<file path="src/core/frt_consts.svh">
`ifndef FRT_CONSTS_SVH
`define FRT_CONSTS_SVH
// Overview of operation
// RL1: Sixteen-bit up-counter runs continuously on every selected timer tick.
// RL2: Tick source is cpu clock over 2, 4, 8 or external clock pin.
// RL3: External clock must be at most quarter cpu rate; software picks edge.
// RL4: With prescaler, count period is 131072, 262144 or 524288 cpu cycles.
// RL5: Counter readable as high and low bytes via main and alternate copies.
// RL6: Reading alternate low byte leaves the overflow flag untouched.
// RL7: Writing either low byte forces the counter to fffc.
// RL8: Counter resets to fffc in all modes; fffc is only reload value.
// RL9: Overflow sets a flag; interrupt raised only when enabled.
// RL10: Two compare channels with value, output pin, flag, shared interrupt.
// RL11: Two capture channels with value, edge select, flag, shared interrupt.
// RL12: Pulse-width and one-pulse modes besides plain compare and capture.
// RL13: Timer input from an unbonded pin reads as one.
// RL14: Separate instances share nothing and stay in step after reset.
// RL15: High byte read latches low byte for a coherent later low read.

// Byte addresses of the registers, one aligned word each
`define OFS_CTRL_TWO    12'h000
`define OFS_CTRL_ONE    12'h004
`define OFS_STATUS      12'h008
`define OFS_CAP1_HI     12'h00c
`define OFS_CAP1_LO     12'h010
`define OFS_CMP1_HI     12'h014
`define OFS_CMP1_LO     12'h018
`define OFS_CNT_HI      12'h01c
`define OFS_CNT_LO      12'h020
`define OFS_ALT_HI      12'h024
`define OFS_ALT_LO      12'h028
`define OFS_CAP2_HI     12'h02c
`define OFS_CAP2_LO     12'h030
`define OFS_CMP2_HI     12'h034
`define OFS_CMP2_LO     12'h038

// Control two fields
`define C2_CLKSEL_LO    0
`define C2_EXT_EDGE     2
`define C2_PWM          4
`define C2_OPM          5
`define C2_EDGE2        6
// Control one fields
`define C1_OLVL1        0
`define C1_OLVL2        1
`define C1_EDGE1        2
`define C1_OC_EN        3
`define C1_TOIE         5
`define C1_OCIE         6
`define C1_ICIE         7
// Status fields
`define SR_TOF          5
`define SR_OCF2         3
`define SR_ICF2         4
`define SR_OCF1         6
`define SR_ICF1         7

`define CNT_RELOAD      16'hfffc
`define CMP_RESET       16'h8000
`define PRESC_W         3
`endif

</file>
<file path="src/core/frt_pkg.sv">
package frt_pkg;
    typedef enum logic [1:0] {
        CLK_DIV2 = 2'b00,
        CLK_DIV4 = 2'b01,
        CLK_DIV8 = 2'b10,
        CLK_EXT  = 2'b11
    } clk_sel_t;

    typedef enum logic [1:0] {
        OPM_IDLE  = 2'b00,
        OPM_PULSE = 2'b01,
        OPM_DONE  = 2'b10
    } opm_state_t;
endpackage : frt_pkg

</file>
<file path="src/core/frt_tick_if.sv">
interface frt_tick_if;
    logic tick;
    logic edge1;
    logic edge2;
    modport src (output tick, output edge1, output edge2);
    modport dst (input tick, input edge1, input edge2);
endinterface : frt_tick_if

</file>
<file path="src/core/frt_tick_gen.sv">
`include "frt_consts.svh"
module frt_tick_gen (
    input  wire logic             clock,
    input  wire logic             rst_n,
    input  wire frt_pkg::clk_sel_t sel,
    input  wire logic             ext_rise,
    input  wire logic             ext_clk_s,
    input  wire logic             cap1_s,
    input  wire logic             cap2_s,
    input  wire logic             cap1_rise,
    input  wire logic             cap2_rise,
    input  wire logic             restart,
    frt_tick_if.src               tk
);
    import frt_pkg::*;
    logic [`PRESC_W-1:0] presc_r, presc_nxt;
    logic                ext_d_r, ext_d_nxt;
    logic                c1_d_r, c1_d_nxt;
    logic                c2_d_r, c2_d_nxt;
    logic                tick_r, tick_nxt;
    logic                e1_r, e1_nxt;
    logic                e2_r, e2_nxt;

    always_comb begin
        presc_nxt = restart ? '0 : presc_r + 3'h1;
        ext_d_nxt = ext_clk_s;
        c1_d_nxt  = cap1_s;
        c2_d_nxt  = cap2_s;
        e1_nxt    = (cap1_s != c1_d_r) && (cap1_s == cap1_rise); // RL11
        e2_nxt    = (cap2_s != c2_d_r) && (cap2_s == cap2_rise); // RL11
        case (sel) // RL2
            CLK_DIV2: tick_nxt = presc_r[0];
            CLK_DIV4: tick_nxt = &presc_r[1:0];
            CLK_DIV8: tick_nxt = &presc_r;
            default:  tick_nxt = (ext_clk_s != ext_d_r)
                                 && (ext_clk_s == ext_rise); // RL3
        endcase
        if (restart && sel != CLK_EXT) begin
            tick_nxt = 1'b0;
        end
    end

    always_ff @(posedge clock) begin
        if (!rst_n) begin
            presc_r <= '0;
            ext_d_r <= 1'b1;
            c1_d_r  <= 1'b1;
            c2_d_r  <= 1'b1;
            tick_r  <= 1'b0;
            e1_r    <= 1'b0;
            e2_r    <= 1'b0;
        end else begin
            presc_r <= presc_nxt;
            ext_d_r <= ext_d_nxt;
            c1_d_r  <= c1_d_nxt;
            c2_d_r  <= c2_d_nxt;
            tick_r  <= tick_nxt;
            e1_r    <= e1_nxt;
            e2_r    <= e2_nxt;
        end
    end

    assign tk.tick  = tick_r;
    assign tk.edge1 = e1_r;
    assign tk.edge2 = e2_r;
endmodule : frt_tick_gen

</file>
<file path="src/core/frt_timer.sv">
// Our own choices: the APB slave port and the address map.
`include "frt_consts.svh"
module frt_timer (
    input  wire logic        clock,
    input  wire logic        rst_n,
    input  wire logic        psel,
    input  wire logic        penable,
    input  wire logic        pwrite,
    input  wire logic [11:0] paddr,
    input  wire logic [31:0] pwdata,
    output logic      [31:0] prdata,
    output logic             pready,
    output logic             pslverr,
    input  wire logic        capture_input_one,
    input  wire logic        capture_input_two,
    input  wire logic        external_timer_clock,
    output logic             compare_output_one,
    output logic             compare_output_two,
    output logic             timer_irq
);
    import frt_pkg::*;

    // Unbonded pins are expected tied high so they read as one (RL13)
    logic [2:0] sy1_r, sy2_r;
    logic       cap1_s, cap2_s, ext_s;

    logic [7:0]  ctl2_r, ctl2_nxt, ctl1_r, ctl1_nxt;
    logic [15:0] cnt_r, cnt_nxt;
    logic [15:0] cmp1_r, cmp1_nxt, cmp2_r, cmp2_nxt;
    logic [15:0] cap1_r, cap1_nxt, cap2_r, cap2_nxt;
    logic [7:0]  low_latch_r, low_latch_nxt;
    logic        tof_r, tof_nxt, ocf1_r, ocf1_nxt, ocf2_r, ocf2_nxt;
    logic        icf1_r, icf1_nxt, icf2_r, icf2_nxt;
    logic        sr_seen_r, sr_seen_nxt;
    logic        hold_r, hold_nxt;
    logic        out1_r, out1_nxt, out2_r, out2_nxt;
    logic        irq_r, irq_nxt;
    logic [31:0] rdata_r, rdata_nxt;
    logic        rdy_r, rdy_nxt, err_r, err_nxt;
    opm_state_t  opm_r, opm_nxt;

    logic        acc, wr, rd, low_wr, restart, opm_go;
    logic [7:0]  rbyte;
    logic        rvalid;
    frt_tick_if  tk ();

    // Two-stage synchronisers; the first stage feeds only the second
    always_ff @(posedge clock) begin
        if (!rst_n) begin
            sy1_r <= 3'h7; // RL13
            sy2_r <= 3'h7;
        end else begin
            sy1_r <= {external_timer_clock, capture_input_two,
                      capture_input_one};
            sy2_r <= sy1_r;
        end
    end
    assign cap1_s = sy2_r[0];
    assign cap2_s = sy2_r[1];
    assign ext_s  = sy2_r[2];

    // Access phase completes in the same cycle pready is seen high
    assign acc     = psel && penable && rdy_r;
    assign wr      = acc && pwrite;
    assign rd      = acc && !pwrite;
    assign low_wr  = wr && (paddr == `OFS_CNT_LO
                            || paddr == `OFS_ALT_LO); // RL7
    assign restart = low_wr;
    // A capture edge arms the one-shot only once until the mode is left
    assign opm_go  = tk.edge1 && ctl2_r[`C2_OPM] && opm_r == OPM_IDLE;

    frt_tick_gen u_tick (
        .clock     (clock),
        .rst_n     (rst_n),
        .sel       (clk_sel_t'(ctl2_r[1:0])),
        .ext_rise  (ctl2_r[`C2_EXT_EDGE]),
        .ext_clk_s (ext_s),
        .cap1_s    (cap1_s),
        .cap2_s    (cap2_s),
        .cap1_rise (ctl1_r[`C1_EDGE1]),
        .cap2_rise (ctl2_r[`C2_EDGE2]),
        .restart   (restart),
        .tk        (tk)
    );

    function automatic logic [7:0] pick(input logic hi_sel,
                                        input logic [15:0] v);
        pick = hi_sel ? v[15:8] : v[7:0];
    endfunction : pick

    // Read decode
    always_comb begin
        rbyte  = 8'h00;
        rvalid = 1'b1;
        if (paddr == `OFS_CTRL_TWO) begin
            rbyte = ctl2_r;
        end else if (paddr == `OFS_CTRL_ONE) begin
            rbyte = ctl1_r;
        end else if (paddr == `OFS_STATUS) begin
            rbyte = {icf1_r, ocf1_r, tof_r, icf2_r, ocf2_r, 3'b000};
        end else if (paddr == `OFS_CAP1_HI) begin
            rbyte = pick(1'b1, cap1_r);
        end else if (paddr == `OFS_CAP1_LO) begin
            rbyte = pick(1'b0, cap1_r);
        end else if (paddr == `OFS_CMP1_HI) begin
            rbyte = pick(1'b1, cmp1_r);
        end else if (paddr == `OFS_CMP1_LO) begin
            rbyte = pick(1'b0, cmp1_r);
        end else if (paddr == `OFS_CNT_HI || paddr == `OFS_ALT_HI) begin
            rbyte = cnt_r[15:8]; // RL5
        end else if (paddr == `OFS_CNT_LO || paddr == `OFS_ALT_LO) begin
            rbyte = hold_r ? low_latch_r : cnt_r[7:0]; // RL15
        end else if (paddr == `OFS_CAP2_HI) begin
            rbyte = pick(1'b1, cap2_r);
        end else if (paddr == `OFS_CAP2_LO) begin
            rbyte = pick(1'b0, cap2_r);
        end else if (paddr == `OFS_CMP2_HI) begin
            rbyte = pick(1'b1, cmp2_r);
        end else if (paddr == `OFS_CMP2_LO) begin
            rbyte = pick(1'b0, cmp2_r);
        end else begin
            rvalid = 1'b0;
        end
    end

    // Bus answer: no wait state, pready pulses for one cycle
    always_comb begin
        rdy_nxt   = psel && !penable ? 1'b1 : 1'b0;
        rdata_nxt = rdata_r;
        err_nxt   = 1'b0;
        if (psel && !penable) begin
            rdata_nxt = {24'h000000, rbyte};
            err_nxt   = !rvalid;
        end
    end

    // Counter, compare, capture and flags
    always_comb begin
        cnt_nxt       = cnt_r;
        ctl1_nxt      = ctl1_r;
        ctl2_nxt      = ctl2_r;
        cmp1_nxt      = cmp1_r;
        cmp2_nxt      = cmp2_r;
        cap1_nxt      = cap1_r;
        cap2_nxt      = cap2_r;
        low_latch_nxt = low_latch_r;
        tof_nxt       = tof_r;
        ocf1_nxt      = ocf1_r;
        ocf2_nxt      = ocf2_r;
        icf1_nxt      = icf1_r;
        icf2_nxt      = icf2_r;
        sr_seen_nxt   = sr_seen_r;
        hold_nxt      = hold_r;
        out1_nxt      = out1_r;
        out2_nxt      = out2_r;
        opm_nxt       = opm_r;

        if (rd && paddr == `OFS_STATUS) begin
            sr_seen_nxt = 1'b1;
        end
        // Flag clear needs a status read first, then a data access
        if (sr_seen_r && rd && paddr == `OFS_CNT_LO) begin
            tof_nxt     = 1'b0; // RL6
            sr_seen_nxt = 1'b0;
        end
        if (sr_seen_r && rd && paddr == `OFS_CAP1_LO) begin
            icf1_nxt = 1'b0;
        end
        if (sr_seen_r && rd && paddr == `OFS_CAP2_LO) begin
            icf2_nxt = 1'b0;
        end
        if (sr_seen_r && wr && paddr == `OFS_CMP1_LO) begin
            ocf1_nxt = 1'b0;
        end
        if (sr_seen_r && wr && paddr == `OFS_CMP2_LO) begin
            ocf2_nxt = 1'b0;
        end
        // Latch at the high byte's setup, the edge its data is taken
        if (psel && !penable && !pwrite
            && (paddr == `OFS_CNT_HI || paddr == `OFS_ALT_HI)) begin
            low_latch_nxt = cnt_r[7:0]; // RL15
            hold_nxt      = 1'b1;
        end else if (acc && (paddr == `OFS_CNT_LO
                             || paddr == `OFS_ALT_LO)) begin
            hold_nxt = 1'b0;
        end

        if (wr) begin
            if (paddr == `OFS_CTRL_TWO) begin
                ctl2_nxt = pwdata[7:0];
            end else if (paddr == `OFS_CTRL_ONE) begin
                ctl1_nxt = pwdata[7:0];
            end else if (paddr == `OFS_CMP1_HI) begin
                cmp1_nxt[15:8] = pwdata[7:0];
            end else if (paddr == `OFS_CMP1_LO) begin
                cmp1_nxt[7:0] = pwdata[7:0];
            end else if (paddr == `OFS_CMP2_HI) begin
                cmp2_nxt[15:8] = pwdata[7:0];
            end else if (paddr == `OFS_CMP2_LO) begin
                cmp2_nxt[7:0] = pwdata[7:0];
            end
        end

        // Capture: set wins over a clear in the same cycle
        if (tk.edge1) begin
            cap1_nxt = cnt_r; // RL11
            icf1_nxt = 1'b1;
            if (opm_go) begin
                opm_nxt  = OPM_PULSE; // RL12
                out1_nxt = ctl1_r[`C1_OLVL2];
            end
        end
        if (tk.edge2 && !ctl2_r[`C2_PWM]) begin
            cap2_nxt = cnt_r; // RL11
            icf2_nxt = 1'b1;
        end

        if (low_wr) begin
            cnt_nxt = `CNT_RELOAD; // RL7
        end else if (opm_go) begin
            // A tick in the same cycle must not swallow the reload
            cnt_nxt = `CNT_RELOAD; // RL8
        end else if (tk.tick) begin
            cnt_nxt = cnt_r + 16'h0001; // RL1 RL4
            if (cnt_r == 16'hffff) begin
                tof_nxt = 1'b1; // RL9
            end
            if (cnt_nxt == cmp1_r) begin
                ocf1_nxt = ocf1_nxt || !ctl2_r[`C2_PWM]; // RL10
                if (ctl1_r[`C1_OC_EN]) begin
                    out1_nxt = ctl1_r[`C1_OLVL1];
                end
            end
            if (cnt_nxt == cmp2_r) begin
                ocf2_nxt = ocf2_nxt || !ctl2_r[`C2_PWM]; // RL10
                if (ctl1_r[`C1_OC_EN]) begin
                    out2_nxt = ctl1_r[`C1_OLVL2];
                end
            end
            // Pulse-width: compare 1 sets the edge, compare 2 restarts
            if (ctl2_r[`C2_PWM] && cnt_nxt == cmp2_r) begin
                cnt_nxt  = `CNT_RELOAD; // RL12 RL8
                out1_nxt = ctl1_r[`C1_OLVL2];
            end else if (ctl2_r[`C2_PWM] && cnt_nxt == cmp1_r) begin
                out1_nxt = ctl1_r[`C1_OLVL1]; // RL12
            end
            if (opm_r == OPM_PULSE && cnt_nxt == cmp1_r) begin
                out1_nxt = ctl1_r[`C1_OLVL1]; // RL12
                opm_nxt  = OPM_DONE;
            end
        end
        if (!ctl2_r[`C2_OPM]) begin
            opm_nxt = OPM_IDLE;
        end
    end

    always_comb begin
        irq_nxt = (tof_r && ctl1_r[`C1_TOIE])
                  || ((ocf1_r || ocf2_r) && ctl1_r[`C1_OCIE])
                  || ((icf1_r || icf2_r) && ctl1_r[`C1_ICIE]); // RL9
    end

    // Each instance owns all its state, so two stay in step (RL14)
    always_ff @(posedge clock) begin
        if (!rst_n) begin
            cnt_r       <= `CNT_RELOAD; // RL8 RL14
            ctl1_r      <= 8'h00;
            ctl2_r      <= 8'h00;
            cmp1_r      <= `CMP_RESET;
            cmp2_r      <= `CMP_RESET;
            cap1_r      <= 16'h0000;
            cap2_r      <= 16'h0000;
            low_latch_r <= 8'hfc;
            tof_r       <= 1'b0;
            ocf1_r      <= 1'b0;
            ocf2_r      <= 1'b0;
            icf1_r      <= 1'b0;
            icf2_r      <= 1'b0;
            sr_seen_r   <= 1'b0;
            hold_r      <= 1'b0;
            out1_r      <= 1'b0;
            out2_r      <= 1'b0;
            opm_r       <= OPM_IDLE;
            irq_r       <= 1'b0;
            rdata_r     <= 32'h00000000;
            rdy_r       <= 1'b0;
            err_r       <= 1'b0;
        end else begin
            cnt_r       <= cnt_nxt;
            ctl1_r      <= ctl1_nxt;
            ctl2_r      <= ctl2_nxt;
            cmp1_r      <= cmp1_nxt;
            cmp2_r      <= cmp2_nxt;
            cap1_r      <= cap1_nxt;
            cap2_r      <= cap2_nxt;
            low_latch_r <= low_latch_nxt;
            tof_r       <= tof_nxt;
            ocf1_r      <= ocf1_nxt;
            ocf2_r      <= ocf2_nxt;
            icf1_r      <= icf1_nxt;
            icf2_r      <= icf2_nxt;
            sr_seen_r   <= sr_seen_nxt;
            hold_r      <= hold_nxt;
            out1_r      <= out1_nxt;
            out2_r      <= out2_nxt;
            opm_r       <= opm_nxt;
            irq_r       <= irq_nxt;
            rdata_r     <= rdata_nxt;
            rdy_r       <= rdy_nxt;
            err_r       <= err_nxt;
        end
    end

    assign prdata             = rdata_r;
    assign pready             = rdy_r;
    assign pslverr            = err_r;
    assign compare_output_one = out1_r;
    assign compare_output_two = out2_r;
    assign timer_irq          = irq_r;
endmodule : frt_timer

</file>
<file path="config.mk">
export PLATFORM = sky130hd
export DESIGN_NAME = frt_timer
export DESIGN_NICKNAME = d
export VERILOG_FILES = /design/src/core/frt_pkg.sv /design/src/core/frt_tick_if.sv /design/src/core/frt_tick_gen.sv /design/src/core/frt_timer.sv
export VERILOG_INCLUDE_DIRS = /design/src /design/src/core
export SDC_FILE = /design/constraint.sdc
export NUM_CORES = 1
export LEC_CHECK = 0
export BUFFER_PORTS_ARGS = -buffer_cell sky130_fd_sc_hd__buf_2
export CAP_MARGIN = 20
export CORE_MARGIN = 8
export CORE_UTILIZATION = 28
export CTS_CLUSTER_DIAMETER = 50
export DETAILED_ROUTE_END_ITERATION = 6
export PLACE_DENSITY_LB_ADDON = 0.1
export SETUP_SLACK_MARGIN = 0.1
export SYNTH_ARGS = -nofsm -noshare
export SYNTH_HDL_FRONTEND = slang
export SYNTH_HIERARCHICAL = 1
export SYNTH_SLANG_ARGS = --single-unit
</file>
<file path="constraint.sdc">
create_clock -name clock -period 3.55 [get_ports clock]
set_input_delay 0.355 -clock clock [delete_from_list [all_inputs] [get_ports clock]]
set_output_delay 0.355 -clock clock [all_outputs]
set_load 0.02 [all_outputs]
</file>
-- Yosys cells after proc, flatten, opt, wreduce, memory -nomap -nowiden
Index checks and enable logic that the tools add are counted.
- register bits after elaboration: 141
- bits in latches: 0
- memory bits (writable): 0
- bits in read-only memories: 0
- input bits: 52
- output and inout bits: 37
- word-level logic and storage cells: 204
- memories kept: 0
- add/sub/neg operators: 2
- multiply operators: 0
- div/mod/pow operators: 0
- magnitude comparators: 0
- equal/unequal tests: 28
- shifts and indexed selects: 0
- mux-type cells: 70
- bitwise operators: 8
- reductions and logical operators: 63
- operators by type and width (operator ; number):
    8-bit 2-to-1 mux ; 14
    12-bit by 6-bit equality test with 1-bit output, second input constant ; 7
    16-bit 2-to-1 mux ; 4
    12-bit by 5-bit equality test with 1-bit output, second input constant ; 4
    16-bit equality test ; 3
    1-bit 2-to-1 mux ; 45
    1-bit logical AND ; 30
    12-bit by 4-bit equality test with 1-bit output, second input constant ; 2
    16-bit by 1-bit adder with 16-bit output, second input constant ; 1
    16-bit equality test, second input constant ; 1
    12-bit by 3-bit equality test with 1-bit output, second input constant ; 1
    12-bit zero test ; 1
    2-bit 2-to-1 mux ; 6
    5-bit AND reduction ; 2
    1-bit logical OR ; 8
    1-bit NOT ; 8
    2-bit AND reduction ; 4
    7-bit AND reduction ; 1
    3-bit AND reduction ; 2
    6-bit AND reduction ; 1
    2-bit nonzero test ; 3
    2-bit OR reduction ; 3
    2-bit by 1-bit equality test with 1-bit output, second input constant ; 2
    1-bit zero test ; 4
    other kinds (9) ; 14

-- Logic depth before layout (Yosys ltp)
- word-level depth: 15
- mapped depth: 12
- mapped depth without buffers: 10

-- By module
The synthesis kept the hierarchy.
- modules (own cells, without submodules) (module ; times used ; cells each ; area an instance (um^2) ; sequential area each (um^2)):
    frt_timer ; 1 ; 926 ; 7514.7 ; 2642.5
    frt_tick_gen ; 1 ; 36 ; 361.6 ; 180.2

-- Worst setup path before layout
Ideal clock, no wire load.
- path kind: flip-flop to flip-flop
- from: register cnt_r[1]
- to: register opm_r[0]
- setup time: 0.117 ns
- arrival: 3.252 ns
- required time: 3.433 ns
- path slack: 0.182 ns
- stages on the path, launching flop included: 12
- buffers on the path: 1
- clock period less this slack: 3.368 ns
- cell sequence: dfxtp_1 > ha_1 > nand3_2 > or2_1 > a221oi_1 > nand4_1 > or4_1 > buf_2 > or4_1 > a22oi_2 > nand4_1 > nor3b_1
- cells in the longest elaborated chain, start to end: 13
- ends and longest elaborated chain (element ; line ; RTL):
    from (decl) ; frt_timer.sv:28 ; logic [15:0] cnt_r, cnt_nxt;
    from (signal assigned) ; frt_timer.sv:266 ; cnt_r <= `CNT_RELOAD;
    from (signal assigned) ; frt_timer.sv:289 ; cnt_r <= cnt_nxt;
    16-bit by 1-bit adder with 16-bit output (*) ; frt_timer.sv:224 ; cnt_nxt = cnt_r + 16'h0001;
    16-bit equality test ; frt_timer.sv:241 ; if (ctl2_r[`C2_PWM] && cnt_nxt == cmp2_r) begin
    1-bit logical AND ; frt_timer.sv:241 ;
    16-bit 2-to-1 mux (*) ; frt_timer.sv:241 ;
    16-bit 2-to-1 mux (*) ; frt_timer.sv:223 ; end else if (tk.tick) begin
    16-bit 2-to-1 mux (*) ; frt_timer.sv:220 ; end else if (opm_go) begin
    16-bit 2-to-1 mux (*) ; frt_timer.sv:218 ; if (low_wr) begin
    16-bit equality test (*) ; frt_timer.sv:247 ; if (opm_r == OPM_PULSE && cnt_nxt == cmp1_r) begin
    1-bit logical AND (*) ; frt_timer.sv:247 ;
    2-bit 2-to-1 mux (*) ; frt_timer.sv:247 ;
    2-bit 2-to-1 mux (*) ; frt_timer.sv:223 ;
    2-bit 2-to-1 mux (*) ; frt_timer.sv:220 ;
    2-bit 2-to-1 mux (*) ; frt_timer.sv:218 ;
    to (signal assigned) ; frt_timer.sv:306 ; opm_r <= opm_nxt;
    to (decl) ; frt_timer.sv:40 ; opm_state_t opm_r, opm_nxt;
Mark *: on every way between the ends. The rest lies on a longest branch, timed or not. The select of a mux whose other input is x is not followed.
A chain may end at the register's enable or synchronous reset.

-- Worst setup path after layout
- from: register cnt_r[6]
- to: register out1_r (netlist: compare_output_one)
- cells in the longest elaborated chain, start to end: 13
- elaborated cells on any way between the ends: 18
- classes of those cells: add/sub: 1; eq/ne: 3; mux: 11; reduce/logical: 3
- ends and longest elaborated chain (element ; line ; RTL):
    16-bit by 1-bit adder with 16-bit output (*) ; frt_timer.sv:224 ;
    16-bit equality test ; frt_timer.sv:241 ;
    1-bit logical AND ; frt_timer.sv:241 ;
    16-bit 2-to-1 mux ; frt_timer.sv:241 ;
    16-bit 2-to-1 mux ; frt_timer.sv:223 ;
    16-bit 2-to-1 mux ; frt_timer.sv:220 ;
    16-bit 2-to-1 mux ; frt_timer.sv:218 ;
    16-bit equality test ; frt_timer.sv:247 ;
    1-bit logical AND ; frt_timer.sv:247 ;
    1-bit 2-to-1 mux (*) ; frt_timer.sv:247 ;
    1-bit 2-to-1 mux (*) ; frt_timer.sv:223 ;
    1-bit 2-to-1 mux (*) ; frt_timer.sv:220 ;
    1-bit 2-to-1 mux (*) ; frt_timer.sv:218 ;
    to (signal assigned) ; frt_timer.sv:304 ; out1_r <= out1_nxt;
    to (decl) ; frt_timer.sv:36 ; logic out1_r, out1_nxt, out2_r, out2_nxt;
Marked as above.

==> load_flow_metrics.sql <==
INSERT INTO impl_metrics (metric_group, metric, value, unit) VALUES
('global_routing', 'grt_overflow', '0', ''),
('timing', 'rsz_0062_raised_after_global_routing', 'false', ''),
('yosys', 'yosys-top-cells-count', 'sky130_fd_sc_hd__dfxtp_1 (141), sky130_fd_sc_hd__nand2_1 (112), sky130_fd_sc_hd__nor2_1 (103)', ''),
('route', 'drtAntennaViolNets', '0', ''),
('critical_path', 'path_class', 'flip-flop to flip-flop', ''),
('timing', 'worst_slew_pin_slew', '0.807', 'ns'),
('critical_path', 'critical_path_required', '3.86', 'ns'),
('floorplanning', 'row_count', '61', ''),
('critical_path', 'crit_path_cell_trace', 'buf_6, nand4_1, or2_1, a221oi_2, nand4_1, or4_4, or4_1, a22oi_2, buf_4, and3_1, o22ai_1', ''),
('critical_path', 'cp_slowest_cell', 'sky130_fd_sc_hd__or4_1', ''),
('route', 'avgViaCountPerCell', '5.13', ''),
('yosys', 'synth.top_cell.area_share', '0.358', ''),
('global_routing', 'grt_antenna_before_repair', '0', ''),
('route', 'remaining_drc_errors', '0', ''),
('clock_tree', 'postCtsHoldBufs', '0', ''),
('global_routing', 'via_count_of_the_first_global_routing_pass', '6993', ''),
('yosys', 'synth_ff_type', 'sky130_fd_sc_hd__dfxtp_1', ''),
('floorplanning', 'area_of_the_die', '33800', 'um2'),
('outcome', 'run_status', 'completed', ''),
('critical_path', 'critPathCaptureType', 'flip-flop', ''),
('yosys', 'ys_warn_count', '6', ''),
('clock_tree', 'clock_sink_count', '141', ''),
('yosys', 'synth.distinct_cells', '79', ''),
('floorplanning', 'design.portCount', '89', ''),
('clock_tree', 'tritoncts_clock_tree', 'yes', ''),
('clock_tree', 'clkSlewWorstSetupHoldPaths', '0.07', 'ns'),
('route', 'drt_first_iter_violations', '444', ''),
('global_routing', 'gr-usage-met2', '0.284', ''),
('timing', 'finalWorstPathRequiredPeriod', '3.32', 'ns'),
('floorplanning', 'start_util', '0.284', ''),
('floorplanning', 'die_width', '184', 'um'),
('timing', 'final_hold_fails', '0', ''),
('clock_tree', 'cts_buffers', '17', ''),
('critical_path', 'worst-r2r-cell-count', '11', ''),
('yosys', 'cell_types_with_the_largest_area_share_after_synthesis', 'sky130_fd_sc_hd__dfxtp_1 (36%), sky130_fd_sc_hd__mux2i_1 (8.8%), sky130_fd_sc_hd__nand2_1 (5.3%)', ''),
('critical_path', 'cp-start-kind', 'flip-flop', ''),
('power_and_ir_drop', 'cellLeakagePower', '0.00371', 'uW'),
('yosys', 'synth_cells', '962', ''),
('critical_path', 'cp_top_family', 'simple AND/OR/NAND/NOR gates', ''),
('timing', 'max_clock_freq', '301', 'MHz'),
('critical_path', 'path_depth', '11', ''),
('route', 'drt_wl_total', '30.0', 'mm'),
('global_routing', 'groute.usage.overall', '0.177', ''),
('yosys', 'synth_enable_flop_cells', '0', ''),
('critical_path', 'cpMostUsedCell', 'sky130_fd_sc_hd__nand4_1', ''),
('power_and_ir_drop', 'power_per_cell_area', '375', 'nW/um2'),
('yosys', 'share_of_synthesized_registers_carrying_an_async_set_or_reset', '0', ''),
('final_layout', 'layout.filler_cells', '3022', ''),
('critical_path', 'critPathBufInv', '2', ''),
('route', 'wl_per_cell', '21.1', 'um'),
('yosys', 'yosys.area.top_type', 'sky130_fd_sc_hd__dfxtp_1', ''),
('place', 'portBuffers', '40', ''),
('clock_tree', 'worstSkewPairLatency', '0.43', 'ns'),
('yosys', 'netlist_area_before_placement', '7880', 'um2'),
('yosys', 'syn_avg_cell_area', '8.19', 'um2'),
('route', 'first_pass_iters', '5', ''),
('critical_path', 'worstPathMaxFanout', '11', ''),
('timing', 'final.period_utilization', '0.935', ''),
('timing', 'setup_total_negative_slack', '0', 'ns'),
('timing', 'relSlewSlack', '0.462', ''),
('global_routing', 'met3_usage', '0.0255', ''),
('place', 'dp_hpwl', '22.5', 'mm'),
('place', 'pre_cts_slack', '0.0693', 'ns'),
('timing', 'final_setup_viols', '0', ''),
('hold_path', 'hold_path_class', 'primary input to flip-flop', ''),
('global_routing', 'globalRouteMet1Util', '0.242', ''),
('job', 'cap_viol_max_count', '0', ''),
('power_and_ir_drop', 'power.ir.vdd_worst', '301', 'uV'),
('timing', 'maxSlewViolCount', '0', ''),
('final_layout', 'antennaDiodeCount', '0', ''),
('yosys', 'synth.ff_latch_count', '141', '');
## final timing paths
kind                                        start            endpoint  slack [ns]
worst min register to register           sy1_r[0]            sy2_r[0]        0.41
worst max-delay path                     cnt_r[6]  compare_output_one        0.23
worst min-delay path            capture_input_one            sy1_r[0]        0.10
worst max register to register           cnt_r[6]  compare_output_one        0.23
## routing by layer
| layer | vias up | routed length, um |
|---|---|---|
| met3 | 31 | 969 |
| met2 | 162 | 13900 |
| met4 | 0 | 650 |
| met5 | - | 0 |
| li1 | 3560 | - |
| met1 | 3545 | 14500 |
## cell type report
type | instances | area, um2 | area share
Clock buffer | 17 | 425 | 0.0449
Timing Repair Buffer | 116 | 795 | 0.0839
Tap cell | 378 | 473 | 0.0500
Sequential cell | 141 | 2830 | 0.299
Clock inverter | 15 | 126 | 0.0133
Multi-Input combinational cell | 738 | 4750 | 0.502
Inverter | 18 | 67.6 | 0.00714
## cell usage in the layout, fill, tap and decap left out, types with 18 or more instances in the layout
master	synthesis	layout
sky130_fd_sc_hd__buf_2	6	40
sky130_fd_sc_hd__buf_4	25	72
sky130_fd_sc_hd__xnor2_1	20	20
sky130_fd_sc_hd__nor3_1	19	18
sky130_fd_sc_hd__mux2i_1	69	69
sky130_fd_sc_hd__a21oi_1	66	66
sky130_fd_sc_hd__dfxtp_1	141	138
sky130_fd_sc_hd__conb_1	1	24
sky130_fd_sc_hd__nand2_1	112	112
sky130_fd_sc_hd__nand4_1	24	24
sky130_fd_sc_hd__nor2_1	103	102
sky130_fd_sc_hd__nand3_1	38	36
sky130_fd_sc_hd__nand2b_1	19	19
sky130_fd_sc_hd__o21ai_0	32	31
## cells by family after synthesis
group	share of synthesized area
flops	0.358
buf+inv	0.0643
simple gates	0.260
other cells	0.000476
fa+ha+maj	0.00477
xor+xnor	0.0631
mux	0.0905
compound gates	0.159
## sequential cells by signal (all words and copies together), names as in the netlist, 8 cells and up
name         flops
cap2_r          16
ctl1_r           8
ctl2_r           8
cmp2_r          16
cnt_r           16
cmp1_r          16
low_latch_r      8
cap1_r          16
prdata           8
## power by group
part / total, uW / internal [uW] / switching, uW
sequential: 1620 / 1610 / 13.2
combinational: 205 / 62.0 / 143
clock: 1720 / 917 / 805
total: 3550 / 2590 / 961
## repair_timing
action / in CTS / in global routing
buffers inserted: 0 / 2
gates resized for setup: 1 / 28
pin swaps: 0 / 3
hold endpoints to repair: 0 / 0
setup endpoints to repair: 2 / 3
## stage by stage
step                      power (uW)  hold slack, ns  cells   util  instance area [um2]
after floorplan                 1800           0.386    985      -                 7960
after CTS                       3590          0.0933   1421  0.336                 9320
after global routing            3680          0.0983   1423  0.341                 9470
after detailed placement        1860           0.396   1389  0.316                 8770
final                           3550           0.104   1423  0.341                 9470
after global placement          1860           0.387   1389  0.316                 8770
(Power assumes the default switching activity.)
